[src/hdl/rtusfh_pkg.sv]
package rtusfh_pkg;

  localparam logic [7:0]  BCAST_ADDR      = 8'h00;
  localparam logic [7:0]  MAX_STATION     = 8'hf7;
  localparam logic [7:0]  FN_READ_HOLD    = 8'h03;
  localparam logic [7:0]  FN_WRITE_ONE    = 8'h06;
  localparam logic [7:0]  FN_DIAG         = 8'h08;
  localparam logic [7:0]  FN_WRITE_MANY   = 8'h10;
  localparam logic [7:0]  FN_ACCESS_LOG   = 8'h46;
  localparam logic [7:0]  EXC_FLAG        = 8'h80;
  localparam logic [7:0]  EXC_ILLEGAL_FN  = 8'h01;
  localparam logic [15:0] CRC_INIT        = 16'hffff;
  localparam logic [15:0] CRC_POLY        = 16'ha001;
  localparam logic [7:0]  STATION_RST     = 8'h01;
  localparam int          CLK_HZ          = 20000000;
  localparam int          BAUD_DEFAULT    = 19200;
  localparam int          BITS_PER_CHAR   = 11;
  localparam int          GAP_TENTHS_CHAR = 35;
  localparam int          FIFO_DEPTH      = 16;
  localparam int          MAX_FRAME       = 256;

  typedef enum logic [2:0] {RTUS_IDLE, RTUS_RECV, RTUS_DISCARD, RTUS_EXEC, RTUS_SEND}
    rtusfh_state_t;

endpackage

[src/hdl/rtusfh_crc16.sv]
`timescale 1ns/10ps
module rtusfh_crc16
  import rtusfh_pkg::*;
(
  input  logic [15:0] i_crc,
  input  logic [7:0]  i_byte,
  output logic [15:0] o_crc
);

  // The byte is folded in least significant bit first, reflected polynomial.
  always_comb
  begin
    o_crc = i_crc ^ {8'h00, i_byte};
    for (int b = 0; b < 8; b++)
    begin
      if (o_crc[0])
      begin
        o_crc = (o_crc >> 1) ^ CRC_POLY;
      end
      else
      begin
        o_crc = o_crc >> 1;
      end
    end
  end

endmodule

[src/hdl/rtusfh_fifo.sv]
`timescale 1ns/10ps
module rtusfh_fifo #(
  parameter int WIDTH = 8,
  parameter int DEPTH = 16
) (
  input  logic             i_sys_clk,
  input  logic             i_rst,
  input  logic [WIDTH-1:0] i_data,
  input  logic             i_valid,
  output logic             o_ready,
  output logic [WIDTH-1:0] o_data,
  output logic             o_valid,
  input  logic             i_ready
);

  localparam int AW = $clog2(DEPTH);

  initial
  begin
    if (DEPTH < 2 || (1 << AW) != DEPTH)
    begin
      $error("FIFO depth must be a power of two of at least two.");
    end
  end

  logic [WIDTH-1:0] mem_reg [DEPTH];
  logic [AW:0]      wr_ptr_reg;
  logic [AW:0]      rd_ptr_reg;
  logic             push;
  logic             pop;

  assign o_ready = (wr_ptr_reg - rd_ptr_reg) != (AW+1)'(DEPTH);
  assign o_valid = wr_ptr_reg != rd_ptr_reg;
  assign o_data  = mem_reg[rd_ptr_reg[AW-1:0]];
  assign push    = i_valid && o_ready;
  assign pop     = o_valid && i_ready;

  always_ff @(posedge i_sys_clk)
  begin
    if (push)
    begin
      mem_reg[wr_ptr_reg[AW-1:0]] <= i_data;
    end
  end

  always_ff @(posedge i_sys_clk)
  begin
    if (i_rst)
    begin
      wr_ptr_reg <= '0;
      rd_ptr_reg <= '0;
    end
    else
    begin
      if (push)
      begin
        wr_ptr_reg <= wr_ptr_reg + 1'b1;
      end
      if (pop)
      begin
        rd_ptr_reg <= rd_ptr_reg + 1'b1;
      end
    end
  end
endmodule

[src/hdl/rtusfh_top.sv]
`timescale 1ns/10ps
module rtusfh_top
  import rtusfh_pkg::*;
#(
  parameter int BAUD = BAUD_DEFAULT
) (
  input  logic       i_sys_clk,
  input  logic       i_rst,
  input  logic [7:0] i_station,
  input  logic [7:0] i_rx_data,
  input  logic       i_rx_valid,
  input  logic       i_rx_error,
  output logic [7:0] o_tx_data,
  output logic       o_tx_valid,
  input  logic       i_tx_ready,
  output logic       o_req_valid,
  output logic       o_req_broadcast,
  output logic [7:0] o_req_func,
  output logic [7:0] o_req_len,
  output logic       o_busy,
  output logic       o_crc_fail
);

  // Gap of 3.5 characters, counted in system clocks and rounded up.
  localparam int GAP_CYCLES = int'((longint'(CLK_HZ) * BITS_PER_CHAR * GAP_TENTHS_CHAR
                              + longint'(BAUD) * 10 - 1) / (longint'(BAUD) * 10));
  localparam int GW = $clog2(GAP_CYCLES + 1);

  initial
  begin
    if (BAUD < 300 || GAP_CYCLES < 1)
    begin
      $error("Baud rate out of range for the gap timer.");
    end
  end

  function automatic logic fn_supported(input logic [7:0] fn);
    return fn == FN_READ_HOLD || fn == FN_WRITE_ONE || fn == FN_DIAG ||
           fn == FN_WRITE_MANY || fn == FN_ACCESS_LOG;
  endfunction

  function automatic logic fn_bcast_ok(input logic [7:0] fn);
    return fn == FN_WRITE_ONE || fn == FN_WRITE_MANY;
  endfunction

  rtusfh_state_t    state_reg;
  logic [GW-1:0]    gap_cnt_reg;
  logic             gap_done;
  logic [7:0]       rx_addr_reg;
  logic [7:0]       rx_func_reg;
  logic [8:0]       rx_cnt_reg;
  logic [15:0]      crc_reg;
  logic [15:0]      crc_next;
  logic [7:0]       hist0_reg;
  logic [7:0]       hist1_reg;
  logic             err_reg;
  logic [15:0]      hist_crc0_reg;
  logic [15:0]      hist_crc1_reg;
  logic [15:0]      tx_crc_reg;
  logic [15:0]      tx_crc_next;
  logic [2:0]       tx_idx_reg;
  logic [7:0]       tx_byte;
  logic             tx_last;
  logic             fifo_ready;
  logic             fifo_push;
  logic             frame_ok;
  logic             addr_hit;
  logic             is_bcast;
  logic             exc_reply;
  logic             send_reply;

  assign gap_done = gap_cnt_reg == GW'(GAP_CYCLES);

  // Idle timer: restarts on every received character.
  always_ff @(posedge i_sys_clk)
  begin
    if (i_rst)
    begin
      gap_cnt_reg <= GW'(GAP_CYCLES);
    end
    else if (i_rx_valid || i_rx_error)
    begin
      gap_cnt_reg <= '0;
    end
    else if (!gap_done)
    begin
      gap_cnt_reg <= gap_cnt_reg + 1'b1;
    end
  end

  rtusfh_crc16 u_rx_crc (
    .i_crc  (crc_reg),
    .i_byte (i_rx_data),
    .o_crc  (crc_next)
  );

  assign is_bcast  = rx_addr_reg == BCAST_ADDR;
  assign addr_hit  = is_bcast || rx_addr_reg == i_station;
  // CRC over all bytes but the last two must equal the received pair, low first.
  assign frame_ok  = !err_reg && rx_cnt_reg >= 9'd4 &&
                     hist_crc1_reg == {hist0_reg, hist1_reg};
  assign exc_reply = !fn_supported(rx_func_reg);
  // Broadcast never answers; refused broadcast codes are silently dropped.
  assign send_reply = frame_ok && addr_hit && !is_bcast;

  // Receive capture: history of CRC values lets the trailing two bytes be excluded.
  always_ff @(posedge i_sys_clk)
  begin
    if (i_rst)
    begin
      rx_cnt_reg    <= '0;
      crc_reg       <= CRC_INIT;
      hist_crc0_reg <= CRC_INIT;
      hist_crc1_reg <= CRC_INIT;
      hist0_reg     <= '0;
      hist1_reg     <= '0;
      rx_addr_reg   <= '0;
      rx_func_reg   <= '0;
      err_reg       <= 1'b0;
    end
    else if (state_reg == RTUS_IDLE && gap_done && !i_rx_valid && !i_rx_error)
    begin
      rx_cnt_reg    <= '0;
      crc_reg       <= CRC_INIT;
      hist_crc0_reg <= CRC_INIT;
      hist_crc1_reg <= CRC_INIT;
      err_reg       <= 1'b0;
    end
    else if ((state_reg == RTUS_IDLE || state_reg == RTUS_RECV) && i_rx_valid)
    begin
      crc_reg       <= crc_next;
      hist_crc0_reg <= crc_reg;
      hist_crc1_reg <= hist_crc0_reg;
      hist1_reg     <= hist0_reg;
      hist0_reg     <= i_rx_data;
      if (rx_cnt_reg != 9'(MAX_FRAME))
      begin
        rx_cnt_reg <= rx_cnt_reg + 1'b1;
      end
      else
      begin
        err_reg <= 1'b1;
      end
      if (rx_cnt_reg == 9'd0)
      begin
        rx_addr_reg <= i_rx_data;
      end
      if (rx_cnt_reg == 9'd1)
      begin
        rx_func_reg <= i_rx_data;
      end
    end
    else if ((state_reg == RTUS_IDLE || state_reg == RTUS_RECV) && i_rx_error)
    begin
      err_reg <= 1'b1;
    end
  end

  // Frame sequencing.
  always_ff @(posedge i_sys_clk)
  begin
    if (i_rst)
    begin
      state_reg <= RTUS_IDLE;
    end
    else
    begin
      case (state_reg)
        RTUS_IDLE:
        begin
          if (i_rx_valid || i_rx_error)
          begin
            state_reg <= RTUS_RECV;
          end
        end
        RTUS_RECV:
        begin
          if (gap_done)
          begin
            state_reg <= RTUS_EXEC;
          end
        end
        RTUS_EXEC:
        begin
          state_reg <= send_reply ? RTUS_SEND : RTUS_IDLE;
        end
        RTUS_SEND:
        begin
          if (fifo_push && tx_last)
          begin
            state_reg <= RTUS_DISCARD;
          end
        end
        default:
        begin
          state_reg <= RTUS_IDLE;
        end
      endcase
    end
  end

  // Request handed to the register engine; data fields are outside this block.
  always_ff @(posedge i_sys_clk)
  begin
    if (i_rst)
    begin
      o_req_valid     <= 1'b0;
      o_req_broadcast <= 1'b0;
      o_req_func      <= '0;
      o_req_len       <= '0;
      o_crc_fail      <= 1'b0;
    end
    else
    begin
      o_req_valid <= state_reg == RTUS_EXEC && frame_ok && addr_hit &&
                     fn_supported(rx_func_reg) &&
                     (!is_bcast || fn_bcast_ok(rx_func_reg));
      o_req_broadcast <= is_bcast;
      o_req_func      <= rx_func_reg;
      o_req_len       <= 8'(rx_cnt_reg - 9'd4);
      o_crc_fail      <= state_reg == RTUS_EXEC && !frame_ok;
    end
  end

  // Reply header: address, function (or exception), code byte, then CRC low, high.
  always_comb
  begin
    tx_last = 1'b0;
    case (tx_idx_reg)
      3'd0:    tx_byte = rx_addr_reg;
      3'd1:    tx_byte = exc_reply ? (rx_func_reg | EXC_FLAG) : rx_func_reg;
      3'd2:    tx_byte = exc_reply ? EXC_ILLEGAL_FN : 8'h00;
      3'd3:    tx_byte = tx_crc_reg[7:0];
      default:
      begin
        tx_byte = tx_crc_reg[15:8];
        tx_last = 1'b1;
      end
    endcase
  end

  rtusfh_crc16 u_tx_crc (
    .i_crc  (tx_crc_reg),
    .i_byte (tx_byte),
    .o_crc  (tx_crc_next)
  );

  assign fifo_push = state_reg == RTUS_SEND && fifo_ready;

  always_ff @(posedge i_sys_clk)
  begin
    if (i_rst || state_reg != RTUS_SEND)
    begin
      tx_idx_reg <= '0;
      tx_crc_reg <= CRC_INIT;
    end
    else if (fifo_push)
    begin
      tx_idx_reg <= (tx_idx_reg == 3'd2) ? 3'd3 : tx_idx_reg + 1'b1;
      if (tx_idx_reg < 3'd3)
      begin
        tx_crc_reg <= tx_crc_next;
      end
    end
  end

  always_ff @(posedge i_sys_clk)
  begin
    if (i_rst)
    begin
      o_busy <= 1'b0;
    end
    else
    begin
      o_busy <= state_reg != RTUS_IDLE;
    end
  end

  logic [7:0] fifo_data;
  logic       fifo_valid;

  rtusfh_fifo #(
    .WIDTH (8),
    .DEPTH (FIFO_DEPTH)
  ) u_tx_fifo (
    .i_sys_clk (i_sys_clk),
    .i_rst     (i_rst),
    .i_data    (tx_byte),
    .i_valid   (fifo_push),
    .o_ready   (fifo_ready),
    .o_data    (fifo_data),
    .o_valid   (fifo_valid),
    .i_ready   (!o_tx_valid || i_tx_ready)
  );

  // Output stage registered so the transmit port comes straight from flops.
  always_ff @(posedge i_sys_clk)
  begin
    if (i_rst)
    begin
      o_tx_valid <= 1'b0;
      o_tx_data  <= '0;
    end
    else if (!o_tx_valid || i_tx_ready)
    begin
      o_tx_valid <= fifo_valid;
      o_tx_data  <= fifo_data;
    end
  end
endmodule

[config.mk]
export PLATFORM = sky130hd
export DESIGN_NAME = rtusfh_top
export DESIGN_NICKNAME = d
export VERILOG_FILES = /design/src/hdl/rtusfh_pkg.sv /design/src/hdl/rtusfh_crc16.sv /design/src/hdl/rtusfh_fifo.sv /design/src/hdl/rtusfh_top.sv
export SDC_FILE = /design/constraint.sdc
export NUM_CORES = 1
export LEC_CHECK = 0
export ABC_AREA = 1
export ABC_CLOCK_PERIOD_IN_PS = 3790
export BUFFER_PORTS_ARGS = -buffer_cell sky130_fd_sc_hd__clkbuf_2
export CAP_MARGIN = 20
export CELL_PAD_IN_SITES_DETAIL_PLACEMENT = 1
export CELL_PAD_IN_SITES_GLOBAL_PLACEMENT = 1
export CORE_ASPECT_RATIO = 0.8
export CORE_MARGIN = 2
export CORE_UTILIZATION = 48
export DETAILED_ROUTE_END_ITERATION = 8
export GPL_TIMING_DRIVEN = 0
export PLACE_DENSITY_LB_ADDON = 0.1
export SETUP_SLACK_MARGIN = 0.2
export SLEW_MARGIN = 10
export SYNTH_ARGS = -nofsm -noshare
export SYNTH_HDL_FRONTEND = slang
export SYNTH_SLANG_ARGS = --single-unit
[constraint.sdc]
create_clock -name i_sys_clk -period 3.79 [get_ports i_sys_clk]
set_input_delay 0.758 -clock i_sys_clk [delete_from_list [all_inputs] [get_ports i_sys_clk]]
set_output_delay 0.758 -clock i_sys_clk [all_outputs]
set_load 0.03 [all_outputs]
# After elaboration in Yosys (flattened, before gate mapping)
# Memory sizes are Yosys's and may differ from the RTL's. A register that Yosys moved wholly into a read port is not among the register bits.
# Index checks and enable logic that the tools add are counted.
[word_totals]
ff_bits = 159
ramBits = 128
out_inout_bits = 29
elab_cells = 160
memories = 1
[mem_list]
columns = ["memory", "words", "width", "read_ports", "rd_clocked_by_memory_dff", "wr", "line_no", "source"]
rows = [
  ["u_tx_fifo.mem_reg", 16, 8, 1, 1, 1, "rtusfh_fifo.sv:26", "logic [WIDTH-1:0] mem_reg [DEPTH];"],
]
[op_classes]
addsub = 7
n_lt_le_gt_ge = 2
eq_ne = 24
muxes = 33
n_bitwise = 19
reduce_logical = 51
[op_table]
columns = ["cell", "n"]
rows = [
  ["$mux 16", 18],
  ["$not 2->3", 16],
  ["$pmux 8 s4", 1],
  ["$xor 16x8->16", 2],
  ["$logic_and 1x1->1", 18],
  ["$add 16x1->16 const B", 1],
  ["$eq 16x16->1", 1],
  ["$eq 16x16->1 const B", 1],
  ["$mux 3", 5],
  ["$pmux 3 s4", 1],
  ["$logic_or 1x1->1", 11],
  ["$add 5x1->5 const B", 2],
  ["$add 9x1->9 const B", 1],
  ["$eq 3x2->1 const B", 3],
  ["$eq 9x1->1 const B", 1],
  ["$ge 9x3->1 const B", 1],
  ["$logic_not 9->1", 1],
  ["$ne 9x9->1 const B", 1],
  ["$reduce_and 3->1", 3],
  ["$eq 8x2->1 const B", 1],
  ["$eq 8x3->1 const B", 1],
  ["$eq 8x4->1 const B", 1],
  ["$eq 8x5->1 const B", 1],
  ["$eq 8x7->1 const B", 1],
  ["23 further kinds", 43],
]

# Depth between registers and ports, before layout
[depth]
depth_word = 24
mapped_depth = 22

# By module
# A second synthesis with hierarchy kept.
[unflattened]
hier_cells = 1489
area_unflattened_um2 = 13459.2
[by_module_without_submodules]
columns = ["mod", "instances", "cells_each", "area_each_um2", "seq_area_each_um2"]
rows = [
  ["rtusfh_top", 1, 875, 6682.7, 3143.0],
  ["rtusfh_fifo", 1, 478, 5860.6, 4124.0],
  ["rtusfh_crc16", 2, 68, 457.9, 0.0],
]

# Worst setup path before layout
# No wires, ideal clock.
[synth_timing]
kind = "register to register"
startpoint = "register u_tx_fifo.rd_ptr_reg[1]"
endpoint = "memory u_tx_fifo.mem_reg[11][0] (enable)"
setup_time_ns = 0.370
arrival_ns = 2.376
setup_slack_ns = 1.044
stages_incl_launch_ff = 14
n_path_buf = 1
synth_period_minus_slack_ns = 2.746
path_cell_list = "dfxtp_1 -> inv_1 -> clkbuf_1 -> ha_1 -> inv_1 -> o21bai_1 -> a21oi_1 -> xor2_1 -> nor2_1 -> nor2_2 -> inv_2 -> nor2_1 -> nand2_1 -> nor2_1"
[synth_between]
elab_chain_len = 6
[synth_rtl]
columns = ["element", "line_no", "source"]
rows = [
  ["start: declaration", "rtusfh_fifo.sv:28", "logic [AW:0] rd_ptr_reg;"],
  ["start signal: assignment", "rtusfh_fifo.sv:61", "rd_ptr_reg <= rd_ptr_reg + 1'b1;"],
  ["$sub 5x5->5 (*)", "rtusfh_fifo.sv:32", "assign o_ready = (wr_ptr_reg - rd_ptr_reg) != (AW+1)'(DEPTH);"],
  ["$ne 5x5->1 (*)", "rtusfh_fifo.sv:32", ""],
  ["$logic_and 1x1->1", "rtusfh_top.sv:248", "assign fifo_push = state_reg == RTUS_SEND && fifo_ready;"],
  ["$logic_and 1x1->1 (*)", "rtusfh_fifo.sv:35", "assign push = i_valid && o_ready;"],
  ["$mux 1 (*)", "rtusfh_fifo.sv:40", "if (push)"],
  ["$mux 1 (not written as such) (*)", "rtusfh_fifo.sv:42", "mem_reg[wr_ptr_reg[AW-1:0]] <= i_data;"],
  ["end: declaration", "rtusfh_fifo.sv:26", ""],
]
# Mark *: on every way between the ends. The rest lies on a longest branch, timed or not.

# Final worst setup path
[layout_timing]
startpoint = "register u_tx_fifo.rd_ptr_reg[1]"
endpoint = "memory u_tx_fifo.mem_reg[3][2] (enable)"
# Same word-level chain as after synthesis.

==> insert_results.sql <==
INSERT INTO impl_metrics (metric_group, metric, value, unit) VALUES
('run_status', 'run_status', 'finished, final reports clean', ''),
('placed_design', 'numPortBuffers', '48', ''),
('yosys', 'fraction_of_post_synthesis_cell_area_in_the_top_cell_type_by_area', '30.8', '%'),
('placed_design', 'placed_cell_area', '13200', 'um^2'),
('yosys', 'synth.ff_latch_count', '285', ''),
('critical_path', 'path_cells', 'inv_1 -> clkbuf_2 -> ha_1 -> inv_1 -> o21bai_1 -> xor2_1 -> nor2_1 -> nand2_1 -> nor2_1 -> nor2_4 -> inv_2 -> nor2_1 -> nand2_1 -> nor2_4', ''),
('layout', 'seqCellArea', '6990', 'um^2'),
('die', 'floorplan.die_area', '27300', 'um^2'),
('yosys', 'synth_enable_flop_cells', '128', ''),
('critical_path', 'worstSetupStartpointType', 'flip-flop', ''),
('yosys', 'synthTopCellsByArea', 'edfxtp_1 31%, dfxtp_1 25%, nand2_1 5.9%', ''),
('power_and_ir_drop', 'vdd_ir_drop_max', '0.435', 'mV'),
('sta', 'maxClockFrequency', '298', 'MHz'),
('global_route', 'initial_antenna_violation_count', '0', ''),
('route', 'first_pass_iters', '5', ''),
('global_route', 'globalRouteOverflowTotal', '0', ''),
('yosys', 'yosys_most_used_dff', 'dfxtp_1', ''),
('route', 'routed_via_density', '5.65', ''),
('layout', 'largest_register_ff_count', '128', ''),
('power_and_ir_drop', 'power.density_cell_area', '773', 'nW/um^2'),
('critical_path', 'critical-path-slowest-cell', 'dfxtp_1', ''),
('critical_path', 'cp_slowest_stage_delay', '0.51', 'ns'),
('cts', 'ctsLongestPathBuffers', '3', ''),
('cts', 'clock_tree.htree_level_count', '1', ''),
('yosys', 'synth_nets', '1413', ''),
('placed_design', 'dp.final_hpwl', '26.6', 'mm'),
('layout', 'syn2layout_area_growth', '15.7', '%'),
('sta', 'final.hold.worst_slack', '0.479', 'ns'),
('critical_path', 'worst-path-buf-inv', '4', ''),
('route', 'drtAntennaViolNets', '0', ''),
('cts', 'ctsRootBufferMaster', 'clkbuf_16', ''),
('critical_path', 'timing.critical_path.to_type', 'flip-flop', ''),
('run', 'cap_viol_max_count', '0', ''),
('global_route', 'grt_first_pass_wirelength', '58.7', 'mm'),
('die', 'floorplan.initialDensity', '49.1', '%'),
('global_route', 'number_of_global_route_vias_before_repair', '10600', ''),
('sta', 'setup_violations', '0', ''),
('yosys', 'yosysSeqAreaShare', '56.0', '%'),
('yosys', 'synthTopCellsByCount', '196 x nand2_1, 164 x nor2_1, 157 x dfxtp_1, 143 x o21ai_0, 138 x inv_1', ''),
('cts', 'numCtsBuffers', '31', ''),
('sta', 'totalNegativeSetupSlack', '0', 'ns'),
('sta', 'worst-slew-pin-transition', '0.958', 'ns'),
('layout', 'insertedDiodeCount', '0', ''),
('layout', 'fin_area', '14400', 'um^2'),
('sta', 'grt_setup_unrepaired', 'false', ''),
('layout', 'multi_input_area', '4800', 'um^2'),
('yosys', 'synth-async-reset-ratio', '0', '%'),
('layout', 'post_route_cells_drive_above_1_share', '11.0', '%'),
('die', 'fp.coreArea', '25400', 'um^2'),
('yosys', 'synthMostInstantiatedCell', 'nand2_1', ''),
('route', 'vias_post_dr', '10300', ''),
('die', 'num_io_pins', '50', ''),
('global_route', 'global_route.usage.total', '27.7', '%'),
('critical_path', 'regToRegSetupSlack', '0.43', 'ns'),
('cts', 'clkSinkCount', '285', ''),
('power_and_ir_drop', 'total_leakage_power', '5.73', 'nW'),
('yosys', 'ys.warnings.count', '0', ''),
('sta', 'timing.final.hold_violations', '0', ''),
('sta', 'final.min_clock_period', '3.36', 'ns'),
('route', 'routed_wl', '37.4', 'mm'),
('yosys', 'netlist_instances', '1369', ''),
('route', 'dr.first_iter.drc_count', '630', ''),
('placed_design', 'place_congestion', '0.857', ''),
('yosys', 'syn-cell-area', '12500', 'um^2'),
('critical_path', 'crit_path_frequent_cell', 'nor2_1', ''),
('yosys', 'post_synth_num_cell_types', '50', ''),
('route', 'wl_per_cell', '20.5', 'um'),
('die', 'die_h', '148', 'um'),
('layout', 'nets', '1495', ''),
('cts', 'clkLatencyLatePin', '0.56', 'ns'),
('critical_path', 'setup.worst_path.class', 'reg -> reg', '');
==> cell families after synthesis <==
logic type	count (synthesis)	share of synthesized area (%)
simple gates	503	17.8
compound gates	316	14.7
flops	285	56.0
buf+inv	201	6.26
xor+xnor	41	2.94
fa+ha+maj	23	2.31
==> routing by layer <==
metal	vias to the layer above	GRT usage (%)	part of all wire, %
li1	4863	-	-
met1	5123	40.2	47
met2	279	44.4	46
met3	53	3.70	5.2
met4	0	6.32	1.9
met5	-	0	0
==> worst reg2reg max path: cells and delay by family, from the launching register on <==
kind	cells	cell delay [ns]
compound gates	1	0.23
xor+xnor	1	0.20
fa+ha+maj	1	0.35
buf+inv	4	0.68
flops	1	0.51
simple gates	7	1.06
==> final timing paths <==
check                                from                      end  cells past startpoint
setup / recovery  u_tx_fifo.rd_ptr_reg[1]  u_tx_fifo.mem_reg[3][2]                     14
hold / removal                    err_reg                  err_reg                      2
setup reg to reg  u_tx_fifo.rd_ptr_reg[1]  u_tx_fifo.mem_reg[3][2]                     14
hold reg to reg                   err_reg                  err_reg                      2
==> area by class of cell <==
class,count,area share [%]
Sequential cell,285,48.4
Multi-Input combinational cell,883,33.2
Clock buffer,36,5.50
Inverter,147,3.82
Tap cell,351,3.04
Clock inverter,21,2.63
Timing Repair Buffer,49,1.80
Buffer,54,1.59
==> placed cells by master (no fill, tap or decap), drive strengths merged, types with 26 or more instances in the layout <==
cell type / netlist / layout
clkbuf: 46 / 130
nor2: 166 / 166
inv: 144 / 144
o211ai: 41 / 41
o21ai: 144 / 144
a21oi: 68 / 68
edfxtp: 128 / 128
nand3: 60 / 60
dfxtp: 157 / 157
nand2: 215 / 215
o22ai: 26 / 26
==> power by group <==
group / switching, mW / internal (mW) / leakage (nW)
combinational: 2.54 / 1.00 / 2.68
clock: 1.26 / 2.24 / 0.576
sequential: 0.308 / 3.82 / 2.47
==> what timing repair did <==
item | CTS | global route
hold buffers | 0 | 0
pin swaps | 0 | 1
setup buffers | 0 | 1
setup endpoints to repair | 104 | 145
gates resized for setup | 10 | 17
==> through the flow <==
| step | total power, mW | setup WS (ns) | util [%] | std cells |
|---|---|---|---|---|
| global route | 11.7 | 0.215 | 56.8 | 1826 |
| finish | 11.2 | 0.434 | 56.8 | 1826 |
| CTS | 11.2 | 0.102 | 56.5 | 1825 |
| floorplan | 6.44 | 1.04 | - | 1369 |
| global placement | 7.48 | 0.0896 | 51.7 | 1768 |
| detailed placement | 7.63 | 0.0189 | 51.7 | 1768 |
Note: power is estimated with default switching activity, not from simulation.
